<file path="src/logic/ctsx_defines.vh">
/*
  opcode fields, destination/access codes, flag positions and timing counts
  for the table, swap, skip and xor execution unit. assumes plain verilog
  and inclusion once per compile unit under its bare name.
*/
`ifndef CTSX_DEFINES_VH
`define CTSX_DEFINES_VH

// ------------------------------------------------------------
// opcode patterns
// ------------------------------------------------------------
`define CTSX_OPC_SWAP_HI   6'h0e
`define CTSX_OPC_SUBB_HI   6'h16
`define CTSX_OPC_TEST_HI   7'h33
`define CTSX_OPC_XORL_HI   8'h0a
`define CTSX_OPC_TBL_HI    13'h0001
`define CTSX_OPC_TABLE_READ_OP_LO  2'h2
`define CTSX_OPC_TABLE_WRITE_OP_LO  2'h3

// ------------------------------------------------------------
// field positions and codes
// ------------------------------------------------------------
`define CTSX_DEST_BIT      9
`define CTSX_ACC_BIT       8
`define CTSX_DEST_W        1'b0
`define CTSX_DEST_F        1'b1
`define CTSX_ACC_FIXED     1'b0
`define CTSX_ACC_BANKED    1'b1
`define CTSX_MODE_KEEP     2'h0
`define CTSX_MODE_POSTINC  2'h1
`define CTSX_MODE_POSTDEC  2'h2
`define CTSX_MODE_PREINC   2'h3

// ------------------------------------------------------------
// status flag positions (n, ov, z, dc, c)
// ------------------------------------------------------------
`define CTSX_FLAG_C   0
`define CTSX_FLAG_DC  1
`define CTSX_FLAG_Z   2
`define CTSX_FLAG_OV  3
`define CTSX_FLAG_N   4

// ------------------------------------------------------------
// reset values and timing
// ------------------------------------------------------------
`define CTSX_PTR_RST     21'h000000
`define CTSX_LATCH_RST   8'h00
`define CTSX_W_RST       8'h00
`define CTSX_STATUS_RST  5'h00
`define CTSX_TBL_CYCLES  2

`endif

</file>
<file path="src/logic/ctsx_exec.v">
/*
  execution unit for nibble swap, table read/write, test-and-skip,
  xor literal and subtract with borrow. one step per instruction cycle:
  each mclk_i edge stands for a completed q1..q4 cycle. file data is read
  combinationally through fdata_i for the address on faddr_o; program
  memory answers pm_word_i in the same cycle as pm_rd_o.
*/
`timescale 1ns/1ps
`include "ctsx_defines.vh"

module ctsx_exec
#(
  parameter PTR_W  = 21,
  parameter HOLD_N = 8
)
(
  // clock and reset
  input  wire             mclk_i,
  input  wire             rst_i,
  // decoded instruction
  input  wire [15:0]      instr_i,
  input  wire             instr_valid_i,
  // bank select and file data
  input  wire [3:0]       bank_select_pointer_i,
  input  wire [7:0]       fdata_i,
  output wire [11:0]      faddr_o,
  output reg              fwe_o,
  output reg  [7:0]       fwdata_o,
  // program memory
  output wire [PTR_W-2:0] pm_word_addr_o,
  output reg              pm_rd_o,
  input  wire [15:0]      pm_word_i,
  // core state
  output reg  [7:0]       w_o,
  output reg  [4:0]       status_o,
  output reg  [PTR_W-1:0] table_pointer_o,
  output reg  [7:0]       table_latch_o,
  output wire [8*HOLD_N-1:0] holding_o,
  // pipeline control
  output wire             stall_o,
  output reg              flush_o
);

  // ------------------------------------------------------------
  // decode
  // ------------------------------------------------------------
  wire is_swap = instr_valid_i & (instr_i[15:10] == `CTSX_OPC_SWAP_HI);
  wire is_subb = instr_valid_i & (instr_i[15:10] == `CTSX_OPC_SUBB_HI);
  wire is_test = instr_valid_i & (instr_i[15:9] == `CTSX_OPC_TEST_HI);
  wire is_xorl = instr_valid_i & (instr_i[15:8] == `CTSX_OPC_XORL_HI);
  // table ops share one prefix; bit 2 then tells a read from a write
  wire is_tbl  = instr_valid_i & (instr_i[15:3] == `CTSX_OPC_TBL_HI);
  wire is_trd  = is_tbl & (instr_i[3:2] == `CTSX_OPC_TABLE_READ_OP_LO);
  wire is_twt  = is_tbl & (instr_i[3:2] == `CTSX_OPC_TABLE_WRITE_OP_LO);
  // destination and access bits sit in the same place for swap and subtract; test has the access bit only
  wire dest_f  = instr_i[`CTSX_DEST_BIT];

  // fixed bank: low half maps to bank 0, high half to the top bank
  // the bank pointer is ignored there, so core registers stay reachable from any bank
  assign faddr_o = (instr_i[`CTSX_ACC_BIT] == `CTSX_ACC_FIXED) ?
                   {{4{instr_i[7]}}, instr_i[7:0]} :
                   {bank_select_pointer_i, instr_i[7:0]};

  // ------------------------------------------------------------
  // alu
  // ------------------------------------------------------------
  wire [7:0] alu_res;
  wire [4:0] alu_flags;
  wire [4:0] alu_we;
  // op 0 (swap) doubles as the idle value; its flag mask is empty
  wire [1:0] alu_op = is_xorl ? 2'h1 : (is_subb ? 2'h2 : 2'h0);

  ctsx_alu u_alu
  (
    .f_val_i   (fdata_i),
    .w_val_i   (w_o),
    .lit_i     (instr_i[7:0]),
    .carry_i   (status_o[`CTSX_FLAG_C]),
    .op_i      (alu_op),
    .res_o     (alu_res),
    .flags_o   (alu_flags),
    .flag_we_o (alu_we)
  );

  // ------------------------------------------------------------
  // table op sequencing
  // ------------------------------------------------------------
  // two-state sequencer: decode cycle, then the memory cycle
  // a table op seen in the memory cycle is ignored, so the fetch stage must not issue one there
  localparam ST_IDLE = 1'b0;
  localparam ST_MEM  = 1'b1;

  reg             state_reg;
  reg             is_wt_reg;
  // the access address is frozen at the decode edge, so the pointer step
  // cannot move the byte that the memory cycle reads or writes
  reg [PTR_W-1:0] addr_reg;
  // holding bytes reset to the erased level of the flash
  reg [7:0]       hold_reg [0:HOLD_N-1];

  // the first cycle is a pure decode cycle; the fetch stage holds off
  assign stall_o = (state_reg == ST_IDLE) & is_tbl;

  wire [1:0]       mode    = instr_i[1:0];
  wire [PTR_W-1:0] ptr_inc = table_pointer_o + {{(PTR_W-1){1'b0}}, 1'b1};
  wire [PTR_W-1:0] ptr_dec = table_pointer_o - {{(PTR_W-1){1'b0}}, 1'b1};
  // pre-increment uses the new pointer for the access
  wire [PTR_W-1:0] acc_addr = (mode == `CTSX_MODE_PREINC) ? ptr_inc : table_pointer_o;

  // only the low pointer bit steers the byte lane; the rest is the word address
  assign pm_word_addr_o = addr_reg[PTR_W-1:1];
  wire [7:0] pm_byte = addr_reg[0] ? pm_word_i[15:8] : pm_word_i[7:0];

  // flatten the holding array onto one bus for the programming logic
  genvar gi;
  generate
    for (gi = 0; gi < HOLD_N; gi = gi + 1)
    begin : g_hold
      assign holding_o[8*gi+7:8*gi] = hold_reg[gi];
    end
  endgenerate

  integer k;
  always @(posedge mclk_i or posedge rst_i)
  begin
    if (rst_i)
    begin
      state_reg       <= ST_IDLE;
      is_wt_reg       <= 1'b0;
      addr_reg        <= `CTSX_PTR_RST;
      table_pointer_o <= `CTSX_PTR_RST;
      table_latch_o   <= `CTSX_LATCH_RST;
      pm_rd_o         <= 1'b0;
      for (k = 0; k < HOLD_N; k = k + 1)
        hold_reg[k] <= 8'hff;
    end
    else
    begin
      pm_rd_o <= 1'b0;
      case (state_reg)
        ST_IDLE:
        begin
          if (is_trd | is_twt)
          begin
            state_reg <= ST_MEM;
            is_wt_reg <= is_twt;
            addr_reg  <= acc_addr;
            pm_rd_o   <= is_trd;
            // the pointer moves at the decode edge; pre-increment has already used it
            case (mode)
              `CTSX_MODE_KEEP:    table_pointer_o <= table_pointer_o;
              `CTSX_MODE_POSTDEC: table_pointer_o <= ptr_dec;
              default:            table_pointer_o <= ptr_inc;
            endcase
          end
        end
        ST_MEM:
        begin
          state_reg <= ST_IDLE;
          // memory cycle: exactly one of the two transfers happens here
          if (is_wt_reg)
            hold_reg[addr_reg[2:0]] <= table_latch_o;
          else
            table_latch_o <= pm_byte;
        end
        default:
        begin
          state_reg <= ST_IDLE;
        end
      endcase
    end
  end

  // ------------------------------------------------------------
  // byte ops: w, status, file write, skip
  // ------------------------------------------------------------
  always @(posedge mclk_i or posedge rst_i)
  begin
    if (rst_i)
    begin
      w_o      <= `CTSX_W_RST;
      status_o <= `CTSX_STATUS_RST;
      fwe_o    <= 1'b0;
      fwdata_o <= 8'h00;
      flush_o  <= 1'b0;
    end
    else
    begin
      fwe_o   <= 1'b0;
      // zero operand turns the next fetched word into a no-operation
      flush_o <= is_test & (fdata_i == 8'h00);
      if (is_swap | is_subb)
      begin
        if (dest_f == `CTSX_DEST_F)
        begin
          fwe_o    <= 1'b1;
          fwdata_o <= alu_res;
        end
        else
          w_o <= alu_res;
      end
      if (is_xorl)
        w_o <= alu_res;
      // flag writes are masked per bit, so swap and skip leave status alone
      status_o <= (status_o & ~alu_we) | (alu_flags & alu_we);
    end
  end

endmodule

</file>
<file path="src/logic/ctsx_alu.v">
/*
  combinational byte alu for swap, xor and subtract-with-borrow.
  assumes operands are stable for the whole execute cycle.
*/
`timescale 1ns/1ps
module ctsx_alu
(
  // operands
  input  wire [7:0] f_val_i,
  input  wire [7:0] w_val_i,
  input  wire [7:0] lit_i,
  input  wire       carry_i,
  // operation select: 0 swap, 1 xor literal, 2 subtract borrow
  input  wire [1:0] op_i,
  // result
  output reg  [7:0] res_o,
  output reg  [4:0] flags_o,
  output reg  [4:0] flag_we_o
);
`include "ctsx_defines.vh"

  reg [8:0] diff;
  reg [4:0] ldiff;

  always @*
  begin
    diff      = {1'b0, f_val_i} - {1'b0, w_val_i} - {8'h00, ~carry_i};
    ldiff     = {1'b0, f_val_i[3:0]} - {1'b0, w_val_i[3:0]} - {4'h0, ~carry_i};
    res_o     = 8'h00;
    flags_o   = 5'h00;
    flag_we_o = 5'h00;
    case (op_i)
      2'h0:
      begin
        res_o = {f_val_i[3:0], f_val_i[7:4]};
      end
      2'h1:
      begin
        res_o = w_val_i ^ lit_i;
        flags_o[`CTSX_FLAG_N] = res_o[7];
        flags_o[`CTSX_FLAG_Z] = (res_o == 8'h00);
        flag_we_o = (5'h01 << `CTSX_FLAG_N) | (5'h01 << `CTSX_FLAG_Z);
      end
      2'h2:
      begin
        // borrow is carry inverted, so carry set means no borrow
        res_o = diff[7:0];
        flags_o[`CTSX_FLAG_C]  = ~diff[8];
        flags_o[`CTSX_FLAG_DC] = ~ldiff[4];
        flags_o[`CTSX_FLAG_Z]  = (diff[7:0] == 8'h00);
        flags_o[`CTSX_FLAG_N]  = diff[7];
        flags_o[`CTSX_FLAG_OV] = (f_val_i[7] ^ w_val_i[7]) & (f_val_i[7] ^ diff[7]);
        flag_we_o = 5'h1f;
      end
      default:
      begin
        res_o = 8'h00;
      end
    endcase
  end

endmodule

</file>
<file path="config.mk">
export PLATFORM = sky130hd
export DESIGN_NAME = ctsx_exec
export DESIGN_NICKNAME = d
export VERILOG_FILES = /design/src/logic/ctsx_exec.v /design/src/logic/ctsx_alu.v
export VERILOG_INCLUDE_DIRS = /design/src /design/src/logic
export SDC_FILE = /design/constraint.sdc
export NUM_CORES = 1
export LEC_CHECK = 0
export ABC_AREA = 1
export BUFFER_PORTS_ARGS = -buffer_cell sky130_fd_sc_hd__clkbuf_2
export CAP_MARGIN = 0
export CELL_PAD_IN_SITES_DETAIL_PLACEMENT = 1
export CELL_PAD_IN_SITES_GLOBAL_PLACEMENT = 1
export CORE_ASPECT_RATIO = 1.4
export CORE_UTILIZATION = 35
export DETAILED_ROUTE_END_ITERATION = 16
export PLACE_DENSITY = 0.84
export SYNTH_ARGS = -nofsm -noshare
export SYNTH_HDL_FRONTEND = slang
export SYNTH_SLANG_ARGS = --single-unit
</file>
<file path="constraint.sdc">
create_clock -name mclk_i -period 3.7 [get_ports mclk_i]
set_clock_uncertainty 0.1 [all_clocks]
set_input_delay 0 -clock mclk_i [delete_from_list [all_inputs] [get_ports mclk_i]]
set_output_delay 0 -clock mclk_i [all_outputs]
set_load 0.02 [all_outputs]
</file>
==> results of run 1 <==
[path summary, 6_finish.rpt]
path | from | endpoint | slack [ps] | cells after the start
worst max-delay path | flip-flop | w_o[7] | 1320 | 12
worst min-delay path | instr_i[11] | flip-flop | 30 | 5
worst max register to register | flip-flop | w_o[7] | 1320 | 12
worst min register to register | fwdata_o[6] | fwdata_o[6] | 380 | 2
max in group asynchronous | rst_i | addr_reg[16] | 2220 | 4
min in group asynchronous | rst_i | table_latch_o[3] | 250 | 3
[logic make-up after synthesis]
| group | share of synthesized area |
|---|---|
| adders and majority gates | 0.0296 |
| DFF | 0.442 |
| buffers and inverters | 0.101 |
| and+or+nand+nor | 0.292 |
| xor gates and xnor gates | 0.0323 |
| AOI/OAI and AO/OA | 0.103 |
[what timing repair did]
| action | 4_1_cts | 5_1_grt |
|---|---|---|
| resized for setup | 0 | 0 |
| hold buffers | 32 | 0 |
| setup buffers | 0 | 0 |
| endpoints found under the hold margin | 33 | 0 |
[power by group]
group          internal [uW]  switching, uW
Clock                    992            776
Combinational            219            399
Sequential              1570           46.5
Total                   2780           1220
[critical path, stage by stage, from the launching register on]
cell and delay, ps:
dfrtp_1 450, inv_1 80, fa_1 510, inv_1 50
ha_1 160, o21ai_0 200, nand2_1 120, nand2_1 120
nand3_1 100, nand3_1 130, nand3_1 110, nand2_1 80
nand2_1 50
[metrics by stage]
| stage | utilization | cells | total power (uW) | hold slack, ps | area (um2) |
|---|---|---|---|---|---|
| 2_1_floorplan | - | 1065 | 2040 | -25.2 | 8110 |
| 3_3_place_gp | 0.402 | 1500 | 2210 | 141 | 9090 |
| 3_5_place_dp | 0.402 | 1500 | 2240 | 156 | 9090 |
| 4_1_cts | 0.443 | 1564 | 4020 | 7.35 | 10000 |
| 5_1_grt | 0.443 | 1564 | 4170 | 57.9 | 10000 |
| 6_report | 0.443 | 1564 | 4000 | 25.9 | 10000 |
[layout by cell type (no fill, tap or decap), types with 6 or more instances in the layout]
cell	synthesis	layout
xor2_1	18	18
o21ai_0	90	90
nand2_1	325	325
dfrtp_1	76	76
inv_1	100	99
nor2_1	91	91
nand3_1	86	86
o21ai_1	12	12
clkbuf_2	2	196
o22ai_1	10	10
o211ai_1	7	7
dlygate4sd3_1	0	32
nor2_4	6	6
dfstp_2	64	64
ha_1	16	16
nand4_1	15	15
clkbuf_16	0	17
a21oi_1	30	30
xnor2_1	10	10
[layer usage]
metal  global-route usage  up-vias
li1                     -     3760
met1                0.289     3906
met2                0.436      253
met3               0.0405       84
met4                0.147        0
met5                    0        -
[final cells by class]
class,count,share of cell area
clock buffers,19,0.0453
multi-input cells,754,0.370
clock inverters,13,0.0145
well taps,301,0.0376
repair buffers,232,0.134
flip-flops and latches,140,0.358
inverters,105,0.0400
==> metrics.md, run 1 <==
| Metric | Value |
|---|---|
| Max reg flops | `64` |
| PwrDens | `400 mW/mm2` |
| Die width | `131 um` |
| H-tree depth | `4` |
| Share of layout cells above drive strength 1 | `0.257` |
| Dpl ws | `about 1300 ps` |
| Largest cells by area after synthesis | `dfrtp_1 (23%), dfstp_2 (21%), nand2_1 (15%)` |
| First-pass GRT wire length | `45,200 um` |
| Crit-path max FO | `3` |
| DRC | `0` |
| Fillcell total | `2,865` |
| Initial Utilization | `0.358` |
| CTS sink cnt | `140` |
| Wire length on met1 | `11,300 um` |
| Io pins | `197` |
| Core Area | `0.0226 mm2` |
| Vias in the first global route | `8,424` |
| Top-count cell post-synth | `nand2_1` |
| Gr ovfl total | `0` |
| Top cell type's share of synthesized area | `0.235` |
| WL per Instance | `18.4 um` |
| Syn Area/Cell | `~7.6 um2` |
| Antenna violations before repair | `0` |
| Area delta synth->final | `23.5%` |
| Critical path type | `reg -> reg` |
| CP Launch Type | `flip-flop` |
| Final Worst Setup Slack | `approximately 1300 ps` |
| Post-synthesis sequential area ratio | `0.442` |
| Post-synth EDFFs | `0` |
| CTS tree | `done` |
| DR iter-0 viols | `391` |
| TritonCTS Buffers | `17` |
| GPL Wtd Cong | `~0.9` |
| Die ar. | `0.0238 mm2` |
| Setup TNS | `0 ps` |
| Metal2 WL | `14,900 um` |
| Nets | `around 1,300` |
| Die Y | `182 um` |
| Cell variety after synth | `40` |
| Critical Path RT | `around 3900 ps` |
| Total track usage | `0.252` |
| Max_cap viols | `0` |
| Met3 wire len | `around 1100 um` |
| Peak VDD IR | `0.323 mV` |
| Leak | `0.00505 uW` |
| Top Metal Used | `met4` |
| Synthesized instance count | `1,065` |
| Final wirelength | `28,700 um` |
| Root Buffer | `clkbuf_16` |
| Slew of the pin with the lowest slew margin | `1000 ps` |
| Tmin final | `2380 ps` |
| Final Hold Viols | `0` |
| Clk_lat worst skew | `440 ps` |
| Synth cell count leaders | `nand2_1 (325), inv_1 (100), nor2_1 (91), o21ai_0 (90), nand3_1 (86)` |
| IO Port Bufs | `between 150 and 200` |
| FP Rows | `65` |
| Final Cycle Share | `0.644` |
| Fmax | `~420 MHz` |
| Routed via count | `about 8,000` |
| Finish-stage setup viols | `0` |
| Multi-input logic area | `0.00370 mm2` |
| Slew headroom | `0.330` |
| Status | `completed` |
| Max clock buf depth | `2` |
| Worst Hold Class | `in -> reg` |
| RSZ-0062 raised after global routing | `no` |
| Ys Warns | `0` |
| Predominant post-synthesis flop cell | `dfrtp_1` |
| Largest net degree at the start of global routing | `96` |
| Synth Net Count | `around 1,100` |
| Post-Syn Area | `approximately 0.0081 mm2` |
| FFs w/ async S/R, synth | `1.00` |
| Critical Path Sink Type | `flip-flop` |
| DRT antenna net count | `0` |
| Yosys reg bits | `140` |
| Clk slew on worst S/H paths | `approximately 70 ps` |
| Cell accounting for the most synthesized area | `dfrtp_1` |
| TritonRoute pass-1 iters | `5` |
| Mean number of vias per cell | `5.12` |
| Critical Path AT | `2610 ps` |
| # diodes | `0` |
| Final HPWL DP | `20,400 um` |
| Max Slew Vio Count | `0` |
| Reg area | `between 0.003 and 0.004 mm2` |
Note: power is estimated with default switching activity, not from simulation.
==> run 2, diff against run 1 <==
--- a/config.mk
+++ b/config.mk
@@ -6,15 +6,15 @@
 export SDC_FILE = /design/constraint.sdc
 export NUM_CORES = 1
 export LEC_CHECK = 0
-export ABC_AREA = 1
+export ABC_AREA = 0
 export BUFFER_PORTS_ARGS = -buffer_cell sky130_fd_sc_hd__clkbuf_2
 export CAP_MARGIN = 0
 export CELL_PAD_IN_SITES_DETAIL_PLACEMENT = 1
 export CELL_PAD_IN_SITES_GLOBAL_PLACEMENT = 1
 export CORE_ASPECT_RATIO = 1.4
-export CORE_UTILIZATION = 35
+export CORE_UTILIZATION = 40
 export DETAILED_ROUTE_END_ITERATION = 16
-export PLACE_DENSITY = 0.84
+export PLACE_DENSITY = 0.86
 export SYNTH_ARGS = -nofsm -noshare
 export SYNTH_HDL_FRONTEND = slang
 export SYNTH_SLANG_ARGS = --single-unit
==> constraint.sdc (replaced) <==
create_clock -name mclk_i -period 2.4 [get_ports mclk_i]
set_clock_uncertainty 0.1 [all_clocks]
set_input_delay 0 -clock mclk_i [delete_from_list [all_inputs] [get_ports mclk_i]]
set_output_delay 0 -clock mclk_i [all_outputs]
set_load 0.02 [all_outputs]
==> metrics.md, run 2 <==
| Metric | Value |
|---|---|
| Initial Utilization | `0.412 (+0.0538)` |
| CP cell instances | `inv_2 -> fa_2 -> inv_2 -> fa_2 -> nand2b_4 -> a2111o_1 -> and3_4 -> or3_4 -> a31oi_4` |
| Slew headroom | `0.424 (+0.0940)` |
| Die Y | `163 um (-10%)` |
| Synthesized instance count | `707 (-34%)` |
| DR iter-0 viols | `419 (+7.2%)` |
| Clk slew on worst S/H paths | `70 ps (about the same)` |
| Dpl ws | `-138 ps (-1470 ps)` |
| Largest net degree at the start of global routing | `37 (-61%)` |
| Switching Share | `0.306 (+0.000619)` |
| Synth Net Count | `772 (-32%)` |
| Final Hold Viols | `1 (+1)` |
| Finish-stage setup viols | `12 (+12)` |
| Failing checks | `negative hold slack, negative setup slack` |
| Setup TNS | `-885 ps (-885 ps)` |
| DRT antenna net count | `0 (unchanged)` |
| RSZ-0062 raised after global routing | `yes` |
| Routed via count | `6,528 (-18%)` |
| Cell accounting for the most synthesized area | `dfrtp_1` |
| CP Launch Type | `flip-flop` |
| Hold_ws | `-5.01 ps (-30.9 ps)` |
| Final Worst Setup Slack | `-132 ps (-1450 ps)` |
| # diodes | `0 (unchanged)` |
| Top-count cell post-synth | `dfrtp_1` |
| Io pins | `197 (unchanged)` |
| Cell variety after synth | `58 (+45%)` |
| IO Port Bufs | `196 (unchanged)` |
| GR peak layer | `met2` |
| Clk_lat worst skew | `430 ps (about the same)` |
| Tmin final | `2530 ps (+148 ps)` |
| H-tree depth | `4 (unchanged)` |
| Predominant post-synthesis flop cell | `dfrtp_1` |
| WL per Instance | `20.8 um (+13%)` |
| Gr ovfl total | `0 (unchanged)` |
| Area delta synth->final | `34.3%` |
| Slew of the pin with the lowest slew margin | `862 ps (-141 ps)` |
| Worst Path Buf+Inv | `2 (unchanged)` |
| Root Buffer | `clkbuf_16` |
| Mean number of vias per cell | `5.40 (+5.6%)` |
| Worst Hold Class | `in -> reg` |
| Critical Path Sink Type | `flip-flop` |
| Clock network power share | `0.413 (-0.029)` |
| Top cell type's share of synthesized area | `0.255 (+0.0207)` |
| Nets | `1,020 (-22%)` |
| Fmax | `395 MHz (-5.9%)` |
| Max reg flops | `64 (unchanged)` |
| Max clock buf depth | `2 (unchanged)` |
| Post-synth EDFFs | `0 (unchanged)` |
| Die width | `117 um (-10%)` |
| PwrDens | `672 mW/mm2 (+68%)` |
| CTS sink cnt | `140 (unchanged)` |
| Syn Area/Cell | `10.5 um2 (+38%)` |
| Ys Warns | `0 (unchanged)` |
| Flop pwr share | `0.372 (-0.032)` |
| Die ar. | `0.0192 mm2 (-19%)` |
| Final core utilization | `0.554 (+0.111)` |
| Post-Syn Area | `0.00745 mm2 (-8.1%)` |
| Synth cell count leaders | `dfrtp_1 (76), mux2_2 (74), dfstp_2 (64), nand2_1 (61), o21ai_0 (46)` |
| First-pass GRT wire length | `40,200 um (-11%)` |
| GR Layer Usage met3 | `0.0412 (+0.000744)` |
| Yosys reg bits | `140 (unchanged)` |
| Cell family with most CP delay | `simple AND/OR/NAND/NOR gates` |
| Final Cycle Share | `1.05 (+0.411)` |
| Vias in the first global route | `7,053 (-16%)` |
| Met2 usage | `0.485 (+0.0491)` |
| Final HPWL DP | `18,000 um (-12%)` |
| Share of layout cells above drive strength 1 | `0.490 (+0.233)` |
| Internal Dissipation | `4670 uW (+68%)` |
| Crit-path max FO | `2 (-1)` |
| Max_cap viols | `0 (unchanged)` |
| Largest cells by area after synthesis | `dfrtp_1 (26%), dfstp_2 (23%), mux2_2 (11%)` |
| TritonRoute pass-1 iters | `5 (unchanged)` |
| Max stage delay on crit path | `450 ps (-60 ps)` |
| Total track usage | `0.272 (+0.0193)` |
| FP Rows | `58 (-11%)` |
| Peak VDD IR | `0.382 mV (+18%)` |
| Max Slew Vio Count | `0 (unchanged)` |
| Status | `finished, violations left` |
| Leak | `0.00472 uW (-6.7%)` |
| Critical path type | `reg -> reg` |
| CTS tree | `done` |
| Critical Path AT | `2780 ps (+170 ps)` |
| Net Switching | `2060 uW (+68%)` |
| Commonest non-fill, non-tap cell in the layout | `clkbuf_2` |
| Critical Path RT | `2650 ps (-1270 ps)` |
| TritonCTS Buffers | `17 (unchanged)` |
| Global-route met1 utilization | `0.323 (+0.0338)` |
| Slowest CP cell | `a2111o_1` |
| Post-synthesis sequential area ratio | `0.481 (+0.0389)` |
| Core Area | `0.0181 mm2 (-20%)` |
| Most frequent cells in the layout | `clkbuf_2 (196), mux2_2 (73), dfrtp_1 (72), dfstp_2 (64), buf_4 (62)` |
| Final wirelength | `25,100 um (-13%)` |
| GPL Wtd Cong | `0.903 (+1.9%)` |
| Logic pwr share | `0.214 (+0.060)` |
| DRC | `0 (unchanged)` |
| FFs w/ async S/R, synth | `1.00 (unchanged)` |
| Antenna violations before repair | `0 (unchanged)` |
-- run 2: metrics by stage --
stage	std cells	power (uW)	area (um2)
finish	1208	6720	10000
global route	1208	6960	10000
CTS	1204	6620	9900
detailed placement	1141	3700	8920
global placement	1141	3650	8920
floorplan	707	3240	7500
-- run 2: cell type report --
| type | instances | area [um2] |
|---|---|---|
| clock buffer | 17 | 425 |
| clock inverter | 15 | 194 |
| fill | 2013 | 8060 |
| inverter | 31 | 120 |
| multi-input combinational | 475 | 3580 |
| sequential | 140 | 3590 |
| tap | 240 | 300 |
| timing repair buffer | 290 | 1800 |
-- run 2: cells by family after synthesis --
group,count (synthesis),share of synthesized area
buffers and inverters,92,0.0621
multiplexers,85,0.127
AND/OR/NAND/NOR,222,0.155
flip-flops,140,0.481
AO/OA/AOI/OAI,94,0.0758
XOR/XNOR,56,0.0677
adder cells (fa/ha/maj),18,0.0322
-- run 2: power by group through the flow --
stage                     Combinational (uW)  Clock, uW  Sequential [uW]
after floorplan                          624          0             2610
after global placement                  1120          0             2540
after detailed placement                1160          0             2540
after CTS                               1310       2810             2500
after global routing                    1540       2910             2510
final                                   1440       2780             2500
-- run 2: final timing paths --
check                        startpoint                    endpoint  slack [ps]  depth (start not counted)
max                           flip-flop                      w_o[6]        -130                          9
min                          instr_i[0]          table_pointer_o[3]          -5                          4
max reg2reg                   flip-flop                      w_o[6]        -130                          9
min reg2reg                addr_reg[20]                addr_reg[20]         380                          2
max in group asynchronous         rst_i                holding_o[1]        1280                          4
min in group asynchronous         rst_i  asynchronous set/reset pin         180                          3
-- run 2: per-layer routing --
| metal | part of all wire | vias up |
|---|---|---|
| met5 | 0 | - |
| met1 | 0.40 | 3300 |
| met3 | 0.038 | 56 |
| met4 | 0.034 | 0 |
| li1 | - | 2953 |
| met2 | 0.53 | 219 |
-- run 2: worst reg2reg max path, stage by stage, from the launching register on --
cell and delay, ps:
dfrtp_1 400, inv_2 70, fa_2 190, inv_2 50
fa_2 360, nand2b_4 160, a2111o_1 450, and3_4 190
or3_4 350, a31oi_4 150
-- run 2: repair_timing --
| action | in CTS | in global routing |
|---|---|---|
| pin swaps | 6 | 12 |
| endpoints found under the hold margin | 47 | 0 |
| buffers inserted | 2 | 4 |
| resized for setup | 10 | 18 |
| hold buffers | 29 | 0 |
| endpoints found under the setup margin | 16 | 28 |
